<file path="config.mk">
export PLATFORM = sky130hd
export DESIGN_NAME = sfwg_core
export DESIGN_NICKNAME = d
export VERILOG_FILES = /design/src/sfwg_core.v /design/src/sfwg_sync.v
export VERILOG_INCLUDE_DIRS = /design/src
export SDC_FILE = /design/constraint.sdc
export NUM_CORES = 1
export LEC_CHECK = 0
export ABC_AREA = 0
export BUFFER_PORTS_ARGS = -buffer_cell sky130_fd_sc_hd__buf_2
export CAP_MARGIN = 30
export CELL_PAD_IN_SITES_DETAIL_PLACEMENT = 0
export CELL_PAD_IN_SITES_GLOBAL_PLACEMENT = 2
export CORE_MARGIN = 3
export CORE_UTILIZATION = 30
export CTS_CLUSTER_SIZE = 24
export DETAILED_ROUTE_END_ITERATION = 10
export PLACE_DENSITY_LB_ADDON = 0.1
export SETUP_SLACK_MARGIN = 0.3
export SYNTH_ARGS = -nofsm -noshare
export SYNTH_HDL_FRONTEND = slang
export SYNTH_SLANG_ARGS = --single-unit
</file>
<file path="constraint.sdc">
create_clock -name clk -period 4.35 [get_ports clk]
set_input_delay 0.87 -clock clk [delete_from_list [all_inputs] [get_ports clk]]
set_output_delay 0.87 -clock clk [all_outputs]
set_load 0.1 [all_outputs]
</file>
<file path="src/sfwg_defines.vh">
// constants for the serial flash write guard and pause block
`ifndef SFWG_DEFINES_VH
`define SFWG_DEFINES_VH
`define SFWG_CMD_WRITE_UNLOCK 8'h06
`define SFWG_CMD_WRITE_LOCK 8'h04
`define SFWG_CMD_REG_WRITE 8'h01
`define SFWG_CMD_PAGE_PROG 8'h02
`define SFWG_CMD_QUAD_PROG 8'h32
`define SFWG_CMD_SECT_ERASE 8'hD8
`define SFWG_CMD_BULK_ERASE 8'hC7
`define SFWG_CMD_P4K_ERASE 8'h20
`define SFWG_CMD_P8K_ERASE 8'h40
`define SFWG_CMD_OTP_PROG 8'h42
`define SFWG_ST_LATCH 1
`define SFWG_ST_GUARD_LO 2
`define SFWG_ST_LOCK 7
`define SFWG_CF_FREEZE 0
`define SFWG_CF_QUAD 1
`define SFWG_CF_ORIGIN 5
`define SFWG_ST_RESET 8'h00
`define SFWG_CF_RESET 8'h00
`define SFWG_TOP_1_64 24'hFC_0000
`define SFWG_BOT_1_64_END 24'h03_FFFF
`define SFWG_SECTOR_256K 24'h04_0000
`define SFWG_BUSY_CYCLES 16'h0010
`endif

</file>
<file path="src/sfwg_core.v">
// write guard, block protection and pause logic of a serial flash
`timescale 1ns/10ps
`include "sfwg_defines.vh"
module sfwg_core #(
    parameter BUSY_CYCLES = 16,
    parameter UNIFORM_64K = 1
) (
    input wire clk,
    input wire resetn,
    input wire chip_select_n,
    input wire serial_clk,
    input wire serial_in,
    input wire pause_n_pin,
    input wire write_guard_pin,
    input wire status_out_bit,
    output reg serial_out,
    output reg serial_out_en,
    output reg [7:0] status_reg,
    output reg [7:0] config_reg,
    output reg paused,
    output reg busy,
    output reg prog_start,
    output reg erase_start,
    output reg [7:0] op_cmd,
    output reg [23:0] op_addr,
    output reg cmd_refused,
    output reg fast_prog_active
);
    // ****************************************
    // pin synchronisers
    // ****************************************
    // active-low pins travel inverted so the cleared flops match their idle level
    wire [4:0] pins_s;
    sfwg_sync #(.W(5)) u_sync (
        .clk(clk),
        .resetn(resetn),
        .d({~chip_select_n, serial_clk, serial_in, ~pause_n_pin, ~write_guard_pin}),
        .q(pins_s)
    );
    wire cs_n = ~pins_s[4];
    wire sck = pins_s[3];
    wire sdi = pins_s[2];
    wire pause_pin = ~pins_s[1];
    wire guard_pin = ~pins_s[0];
    reg cs_n_d_reg;
    reg sck_d_reg;
    reg pause_d_reg;
    wire sck_rise = sck & ~sck_d_reg;
    wire sck_fall = ~sck & sck_d_reg;
    wire cs_rise = cs_n & ~cs_n_d_reg;
    wire quad = config_reg[`SFWG_CF_QUAD];
    // ****************************************
    // pause state
    // ****************************************
    reg pend_enter_reg;
    reg pend_exit_reg;
    wire pause_fall = ~pause_pin & pause_d_reg;
    wire pause_rise = pause_pin & ~pause_d_reg;
    // output must drop in the same cycle the pause begins
    wire pause_enter = !quad && !cs_n && !paused && ((pause_fall && !sck) ||
        (!pause_fall && pend_enter_reg && !pause_pin && sck_fall));
    always @(posedge clk) begin
        if (!resetn) begin
            paused <= 1'b0;
            pend_enter_reg <= 1'b0;
            pend_exit_reg <= 1'b0;
        end else if (quad || cs_n) begin
            // pause has no meaning in quad mode or when deselected
            paused <= 1'b0;
            pend_enter_reg <= 1'b0;
            pend_exit_reg <= 1'b0;
        end else if (!paused) begin
            if (pause_fall && !sck) begin
                paused <= 1'b1;
            end else if (pause_fall) begin
                pend_enter_reg <= 1'b1;
            end else if (pend_enter_reg && pause_pin) begin
                pend_enter_reg <= 1'b0;
            end else if (pend_enter_reg && sck_fall) begin
                paused <= 1'b1;
                pend_enter_reg <= 1'b0;
            end
        end else begin
            if (pause_rise && !sck) begin
                paused <= 1'b0;
            end else if (pause_rise) begin
                pend_exit_reg <= 1'b1;
            end else if (pend_exit_reg && sck_fall) begin
                paused <= 1'b0;
                pend_exit_reg <= 1'b0;
            end
        end
    end
    // ****************************************
    // serial shifter
    // ****************************************
    reg [7:0] shift_reg;
    reg [15:0] bit_cnt_reg;
    reg [7:0] cmd_reg;
    reg [23:0] addr_reg;
    reg [7:0] data_reg;
    // clock and data ignored while paused
    wire take_bit = sck_rise && !cs_n && !paused;
    wire [7:0] shift_next = {shift_reg[6:0], sdi};
    always @(posedge clk) begin
        if (!resetn || cs_n) begin
            // deselect drops any partial command, even one held by pause
            shift_reg <= 8'h00;
            bit_cnt_reg <= 16'h0000;
            cmd_reg <= 8'h00;
            addr_reg <= 24'h00_0000;
            data_reg <= 8'h00;
        end else if (take_bit) begin
            shift_reg <= shift_next;
            bit_cnt_reg <= bit_cnt_reg + 16'h0001;
            if (bit_cnt_reg[2:0] == 3'd7) begin
                case (bit_cnt_reg[15:3])
                    13'd0: cmd_reg <= shift_next;
                    13'd1: addr_reg[23:16] <= shift_next;
                    13'd2: addr_reg[15:8] <= shift_next;
                    13'd3: addr_reg[7:0] <= shift_next;
                    default: data_reg <= shift_next;
                endcase
                if (bit_cnt_reg[15:3] == 13'd1 && cmd_reg == `SFWG_CMD_REG_WRITE) begin
                    data_reg <= shift_next;
                end
            end
        end
    end
    // ****************************************
    // block protection decode
    // ****************************************
    wire [2:0] guard = status_reg[`SFWG_ST_GUARD_LO+2:`SFWG_ST_GUARD_LO];
    reg hit;
    reg [23:0] span;
    always @* begin
        // region size doubles with each code: 256 KB << (code-1)
        span = (`SFWG_BOT_1_64_END + 24'h00_0001) << (guard - 3'd1);
        if (guard == 3'b000) begin
            hit = 1'b0;
        end else if (guard == 3'b111) begin
            hit = 1'b1;
        end else if (config_reg[`SFWG_CF_ORIGIN]) begin
            hit = (addr_reg <= span - 24'h00_0001);
        end else begin
            hit = (addr_reg >= 24'h00_0000 - span);
        end
    end
    wire bulk_hit = (guard != 3'b000); // bulk erase touches every region
    // ****************************************
    // command completion at deselect
    // ****************************************
    wire latch = status_reg[`SFWG_ST_LATCH];
    wire whole = (bit_cnt_reg[2:0] == 3'd0);
    wire is_prog = cmd_reg == `SFWG_CMD_PAGE_PROG || cmd_reg == `SFWG_CMD_QUAD_PROG ||
        cmd_reg == `SFWG_CMD_OTP_PROG;
    wire is_param = cmd_reg == `SFWG_CMD_P4K_ERASE || cmd_reg == `SFWG_CMD_P8K_ERASE;
    wire is_erase = cmd_reg == `SFWG_CMD_SECT_ERASE || is_param ||
        cmd_reg == `SFWG_CMD_BULK_ERASE;
    wire hw_locked = status_reg[`SFWG_ST_LOCK] && !guard_pin && !quad;
    wire frozen = config_reg[`SFWG_CF_FREEZE];
    wire ready = cs_rise && bit_cnt_reg >= 16'd8 && whole && !busy;
    wire prot = (cmd_reg == `SFWG_CMD_BULK_ERASE) ? bulk_hit : hit;
    localparam [15:0] BUSY_LOAD = BUSY_CYCLES[15:0];
    reg [15:0] busy_cnt_reg;
    reg [7:0] cur_cmd_reg;
    always @(posedge clk) begin
        if (!resetn) begin
            status_reg <= `SFWG_ST_RESET; // latch clear at power up
            config_reg <= `SFWG_CF_RESET;
            busy <= 1'b0;
            busy_cnt_reg <= 16'h0000;
            cur_cmd_reg <= 8'h00;
            prog_start <= 1'b0;
            erase_start <= 1'b0;
            op_cmd <= 8'h00;
            op_addr <= 24'h00_0000;
            cmd_refused <= 1'b0;
        end else begin
            prog_start <= 1'b0;
            erase_start <= 1'b0;
            cmd_refused <= 1'b0;
            // internal operation runs on whatever the serial side does
            if (busy) begin
                if (busy_cnt_reg == 16'h0001) begin
                    busy <= 1'b0;
                    status_reg[`SFWG_ST_LATCH] <= 1'b0;
                end
                busy_cnt_reg <= busy_cnt_reg - 16'h0001;
            end
            if (ready && bit_cnt_reg == 16'd8) begin
                if (cmd_reg == `SFWG_CMD_WRITE_UNLOCK) begin
                    status_reg[`SFWG_ST_LATCH] <= 1'b1;
                end else if (cmd_reg == `SFWG_CMD_WRITE_LOCK) begin
                    status_reg[`SFWG_ST_LATCH] <= 1'b0;
                end else if (cmd_reg == `SFWG_CMD_BULK_ERASE && latch) begin
                    if (bulk_hit) begin
                        cmd_refused <= 1'b1;
                    end else begin
                        erase_start <= 1'b1;
                        op_cmd <= cmd_reg;
                        op_addr <= 24'h00_0000;
                        busy <= 1'b1;
                        busy_cnt_reg <= BUSY_LOAD;
                    end
                end
            end else if (ready && cmd_reg == `SFWG_CMD_REG_WRITE && latch) begin
                if (hw_locked) begin
                    cmd_refused <= 1'b1;
                end else begin
                    // guard bits only while not frozen
                    status_reg[`SFWG_ST_LOCK] <= data_reg[`SFWG_ST_LOCK];
                    if (!frozen) begin
                        status_reg[`SFWG_ST_GUARD_LO+2:`SFWG_ST_GUARD_LO] <=
                            data_reg[`SFWG_ST_GUARD_LO+2:`SFWG_ST_GUARD_LO];
                    end
                    if (bit_cnt_reg == 16'd24 && !frozen) begin
                        // freeze and origin bits are sticky once set
                        // config is the second data byte, after status
                        config_reg[`SFWG_CF_FREEZE] <= 1'b1 & addr_reg[8+`SFWG_CF_FREEZE];
                        config_reg[`SFWG_CF_QUAD] <= addr_reg[8+`SFWG_CF_QUAD];
                        config_reg[`SFWG_CF_ORIGIN] <= config_reg[`SFWG_CF_ORIGIN] |
                            addr_reg[8+`SFWG_CF_ORIGIN];
                    end
                    busy <= 1'b1;
                    busy_cnt_reg <= BUSY_LOAD;
                end
            end else if (ready && bit_cnt_reg >= 16'd32 && latch && (is_prog || is_erase)) begin
                // only when latch set; else command has no effect
                if (prot || (is_param && UNIFORM_64K == 0) ||
                        (cmd_reg == `SFWG_CMD_BULK_ERASE)) begin
                    cmd_refused <= 1'b1;
                end else begin
                    // programming clears bits only; array model applies the and
                    prog_start <= is_prog;
                    erase_start <= is_erase;
                    op_cmd <= cmd_reg;
                    op_addr <= addr_reg;
                    busy <= 1'b1;
                    busy_cnt_reg <= BUSY_LOAD;
                end
            end else if (cs_rise && !whole && latch && (is_prog || is_erase ||
                    cmd_reg == `SFWG_CMD_REG_WRITE)) begin
                cmd_refused <= 1'b1;
            end
            // remembers the command that owns the current busy span
            if (ready) begin
                cur_cmd_reg <= cmd_reg;
            end
        end
    end
    // ****************************************
    // outputs and edge history
    // ****************************************
    always @(posedge clk) begin
        if (!resetn) begin
            cs_n_d_reg <= 1'b1;
            sck_d_reg <= 1'b0;
            pause_d_reg <= 1'b1;
            serial_out <= 1'b0;
            serial_out_en <= 1'b0;
            fast_prog_active <= 1'b0;
        end else begin
            cs_n_d_reg <= cs_n;
            sck_d_reg <= sck;
            pause_d_reg <= pause_pin;
            serial_out <= status_out_bit;
            serial_out_en <= !cs_n && !paused && !pause_enter;
            fast_prog_active <= busy && prog_start == 1'b0 && !quad && guard_pin &&
                (cur_cmd_reg == `SFWG_CMD_PAGE_PROG ||
                cur_cmd_reg == `SFWG_CMD_QUAD_PROG);
        end
    end
endmodule

</file>
<file path="src/sfwg_sync.v">
// two-flop synchroniser for pin inputs
`timescale 1ns/10ps
module sfwg_sync #(
    parameter W = 1
) (
    input wire clk,
    input wire resetn,
    input wire [W-1:0] d,
    output reg [W-1:0] q
);
    reg [W-1:0] meta_reg;
    always @(posedge clk) begin
        if (!resetn) begin
            meta_reg <= {W{1'b0}};
            q <= {W{1'b0}};
        end else begin
            meta_reg <= d;
            q <= meta_reg;
        end
    end
endmodule
</file>
==> impl_results.md <==
* Pwr Density at a little under 400 nW/um^2
* Synth Area in Compound Gates at under 10%
* Crit-path cells: or3b_2 -> ha_1 -> o31a_1 -> ha_1 -> nand4_1 -> nor4_1 -> nand3_1 -> nand4_1 -> a21boi_4 -> or3_1 -> a211oi_2
* Fin crit period at between 3000 and 4000 ps
* Drt initial violations at around 230
* Post-synth EDFFs at 0
* R2R setup slack at ~710 ps
* Area grow syn2layout at 15.7%
* Post-synthesis xor/xnor area fraction at under 10%
* Syn Area/Cell at between 8 and 9 um^2
* GR Overflow Total at 0
* CP max FO at 15
* Slew @ Worst Pin at about 1000 ps
* Status: finished, final reports clean
* Yosys top cell area share at a little under half
* Hold Buf Count CTS at 0
* Slowest CP cell: or3_1
* CP peak stage delay at approximately 660 ps
* Mapped Cells at a little over 700
* Top area cells in the synthesized netlist: dfxtp_1 46%, mux2i_1 7.3%, nor2_1 6.1%
* CP Data Arrival Time at 3990 ps
* IO Pins at between 60 and 70
* Post-CTS Setup Inserts at 0
* Initial Util at slightly above 30%
* Final ANT Viol Nets at 0
* Drt drc at 0
* Post-synth top cells: 146 x dfxtp_1, 103 x nor2_1, 67 x nand2_1, 46 x mux2i_1, 45 x nand3_1
* Die X at 151 um
* WP data required at 4690 ps
* PortBufs at 55
* Sequential area share after synthesis at between 40% and 50%
* WL/cell at ~16 um
* Resized cells post-CTS at 0
* Detailed placement HPWL at 11.9 mm
* CTS buffer count at 17
* CP startpoint kind: flop
* Fmax at approximately 0.27 GHz
* Final net count at between 700 and 800
* Power Total at between 2000 and 3000 uW
* Routability cong. at approximately 0.8
* Largest family of logic cells by synthesized area: simple AND/OR/NAND/NOR gates
* Post-route cell area at approximately 7300 um^2
* Post-synthesis mux area share at ~7.3%
* Share of cells above drive strength 1 at 14.7%
* Die height at between 150 and 200 um
* CTS clk-pin slew, worst paths at 70 ps
* Setup TNS at 0 ps
* Placement Setup Slack at approximately 660 ps
* Worst vdd ir at 0.235 mV
* Hold Vio Cnt, Final at 0
* Max-cap violations at 0
* Stages on worst setup path at 11
* GRT Total Usage at ~15%
* Seq cells post-synth at ~150
* Pre-Repair DR Iteration Count at 4
* Vias in the first global route at around 4,800
* Largest net degree at the start of global routing at ~60
* Worst-skew pair later-pin latency at around 430 ps
* Area after DPL at around 6700 um^2
* Max Slew Vio Count at 0
* Simple-gate share of the synthesized area at 24.1%
* Sink Count at approximately 150
* Vias per Instance at between 4 and 5
* Final wirelength at roughly 17 mm
* Syn Std Cell Area at 6300 um^2
* Synth cell types at 60
* Core footprint at just over 20,000 um^2
* Root Buffer: clkbuf_16
* Top-count cell post-synth: dfxtp_1
* Dominant synthesized flop cell: dfxtp_1
* Initial antenna violation count at 0
* CP Buf/Inv Count at 0
* Ys async rst share at 0%
* Leading area contributor after synthesis: dfxtp_1
* Setup CP Type: flop to flop
* Synth Area in Adders at around 3.6%
* Hold Path Cell Cnt at 1
* Vias post-DR at 4,962
* R2R cell count at 11
* # rows at 52
* Worst setup EP type: flop
* Synth warnings at 0
* Die ar. at roughly 23,000 um^2
* CTS tree: yes
* Worst path top cell family by delay: simple AND/OR/NAND/NOR gates
* CTS Buffer Depth at 2
* H-tree Lvls at 4
* Leak Pwr at ~0.0026 uW
* Relative slew slack at roughly a third
* Worst min-delay path category: flop to flop
* Antenna diode count at 0
* First-pass GRT wire length at ~27 mm
* Fin util at 35.7%
* Layout Skew at between 9 and 10 ps
* Final setup viols at 0
* Final worst slack at roughly 710 ps
* Period Utilization, post-route at between 80% and 90%
* RSZ-0062 raised after global routing: false
## worst reg2reg max path, delay by kind of cell (launching register included)
kind | cells | cell delay (ps)
flops | 1 | 470
compound gates | 3 | 690
fa+ha+maj | 2 | 530
simple gates | 6 | 1870
## per-stage QoR
stage,hold slack (ps),cells
after floorplan,398,717
after global placement,417,1001
after detailed placement,421,1001
after CTS,438,1033
after global routing,462,1033
final,434,1033
## metal layers
| metal | vias up | wire (um) | track usage [%] |
|---|---|---|---|
| met5 | - | 0 | 0 |
| met4 | 0 | 208 | 3.99 |
| met3 | 13 | 626 | 3.77 |
| met2 | 90 | 8040 | 25.4 |
| met1 | 2349 | 8010 | 20.3 |
| li1 | 2510 | - | - |
## final cells by class
| type | count | area (um^2) |
|---|---|---|
| Multi-Input combinational cell | 507 | 3090 |
| Timing Repair Buffer | 60 | 313 |
| Fill cell | 2111 | 13100 |
| Sequential cell | 146 | 2920 |
| Inverter | 18 | 67.6 |
| Clock inverter | 14 | 123 |
| Tap cell | 270 | 338 |
| Clock buffer | 18 | 439 |
## kinds of logic (layout without fill, tap and decap cells)
| logic type | Yosys count | in the layout |
|---|---|---|
| compound gates | 95 | 95 |
| xor+xnor | 31 | 31 |
| fa+ha+maj | 18 | 18 |
| buf+inv | 64 | 110 |
| flops | 146 | 146 |
| mux | 46 | 46 |
| other cells | 1 | 8 |
| simple gates | 309 | 309 |
## worst paths after layout
| kind | startpoint | endpoint |
|---|---|---|
| max | status_reg[2]$_SDFFE_PN0P_ | busy_cnt_reg[1]$_SDFF_PN0_ |
| min | u_sync.meta_reg[2]$_SDFF_PN0_ | u_sync.q[2]$_SDFF_PN0_ |
| max reg2reg | status_reg[2]$_SDFFE_PN0P_ | busy_cnt_reg[1]$_SDFF_PN0_ |
| min reg2reg | u_sync.meta_reg[2]$_SDFF_PN0_ | u_sync.q[2]$_SDFF_PN0_ |
## power by group
group / total (uW) / switching, uW / leakage (uW) / internal (uW)
registers: 1350 / 4.96 / 0.00118 / 1340
clock network: 1400 / 638 / 0.000264 / 763
logic: 73.1 / 63.7 / 0.00120 / 9.43
## cell usage in the layout (no fill, tap or decap), drive strengths merged, types with 4 or more instances in the layout
cell type / netlist / layout
dfxtp: 146 / 146
nor2: 109 / 109
nand2: 67 / 67
buf: 22 / 60
mux2i: 46 / 46
nand3: 45 / 45
o21ai: 38 / 38
a21oi: 33 / 33
inv: 18 / 25
ha: 18 / 18
clkbuf: 24 / 18
xor2: 16 / 16
xnor2: 15 / 15
nor3: 15 / 15
and2: 13 / 13
nor4: 12 / 12
nand4: 10 / 10
conb: 1 / 8
and3: 6 / 6
nor2b: 5 / 5
and4: 4 / 4
clkinvlp: 0 / 4
No activity file was read; power rests on OpenSTA's default activity.
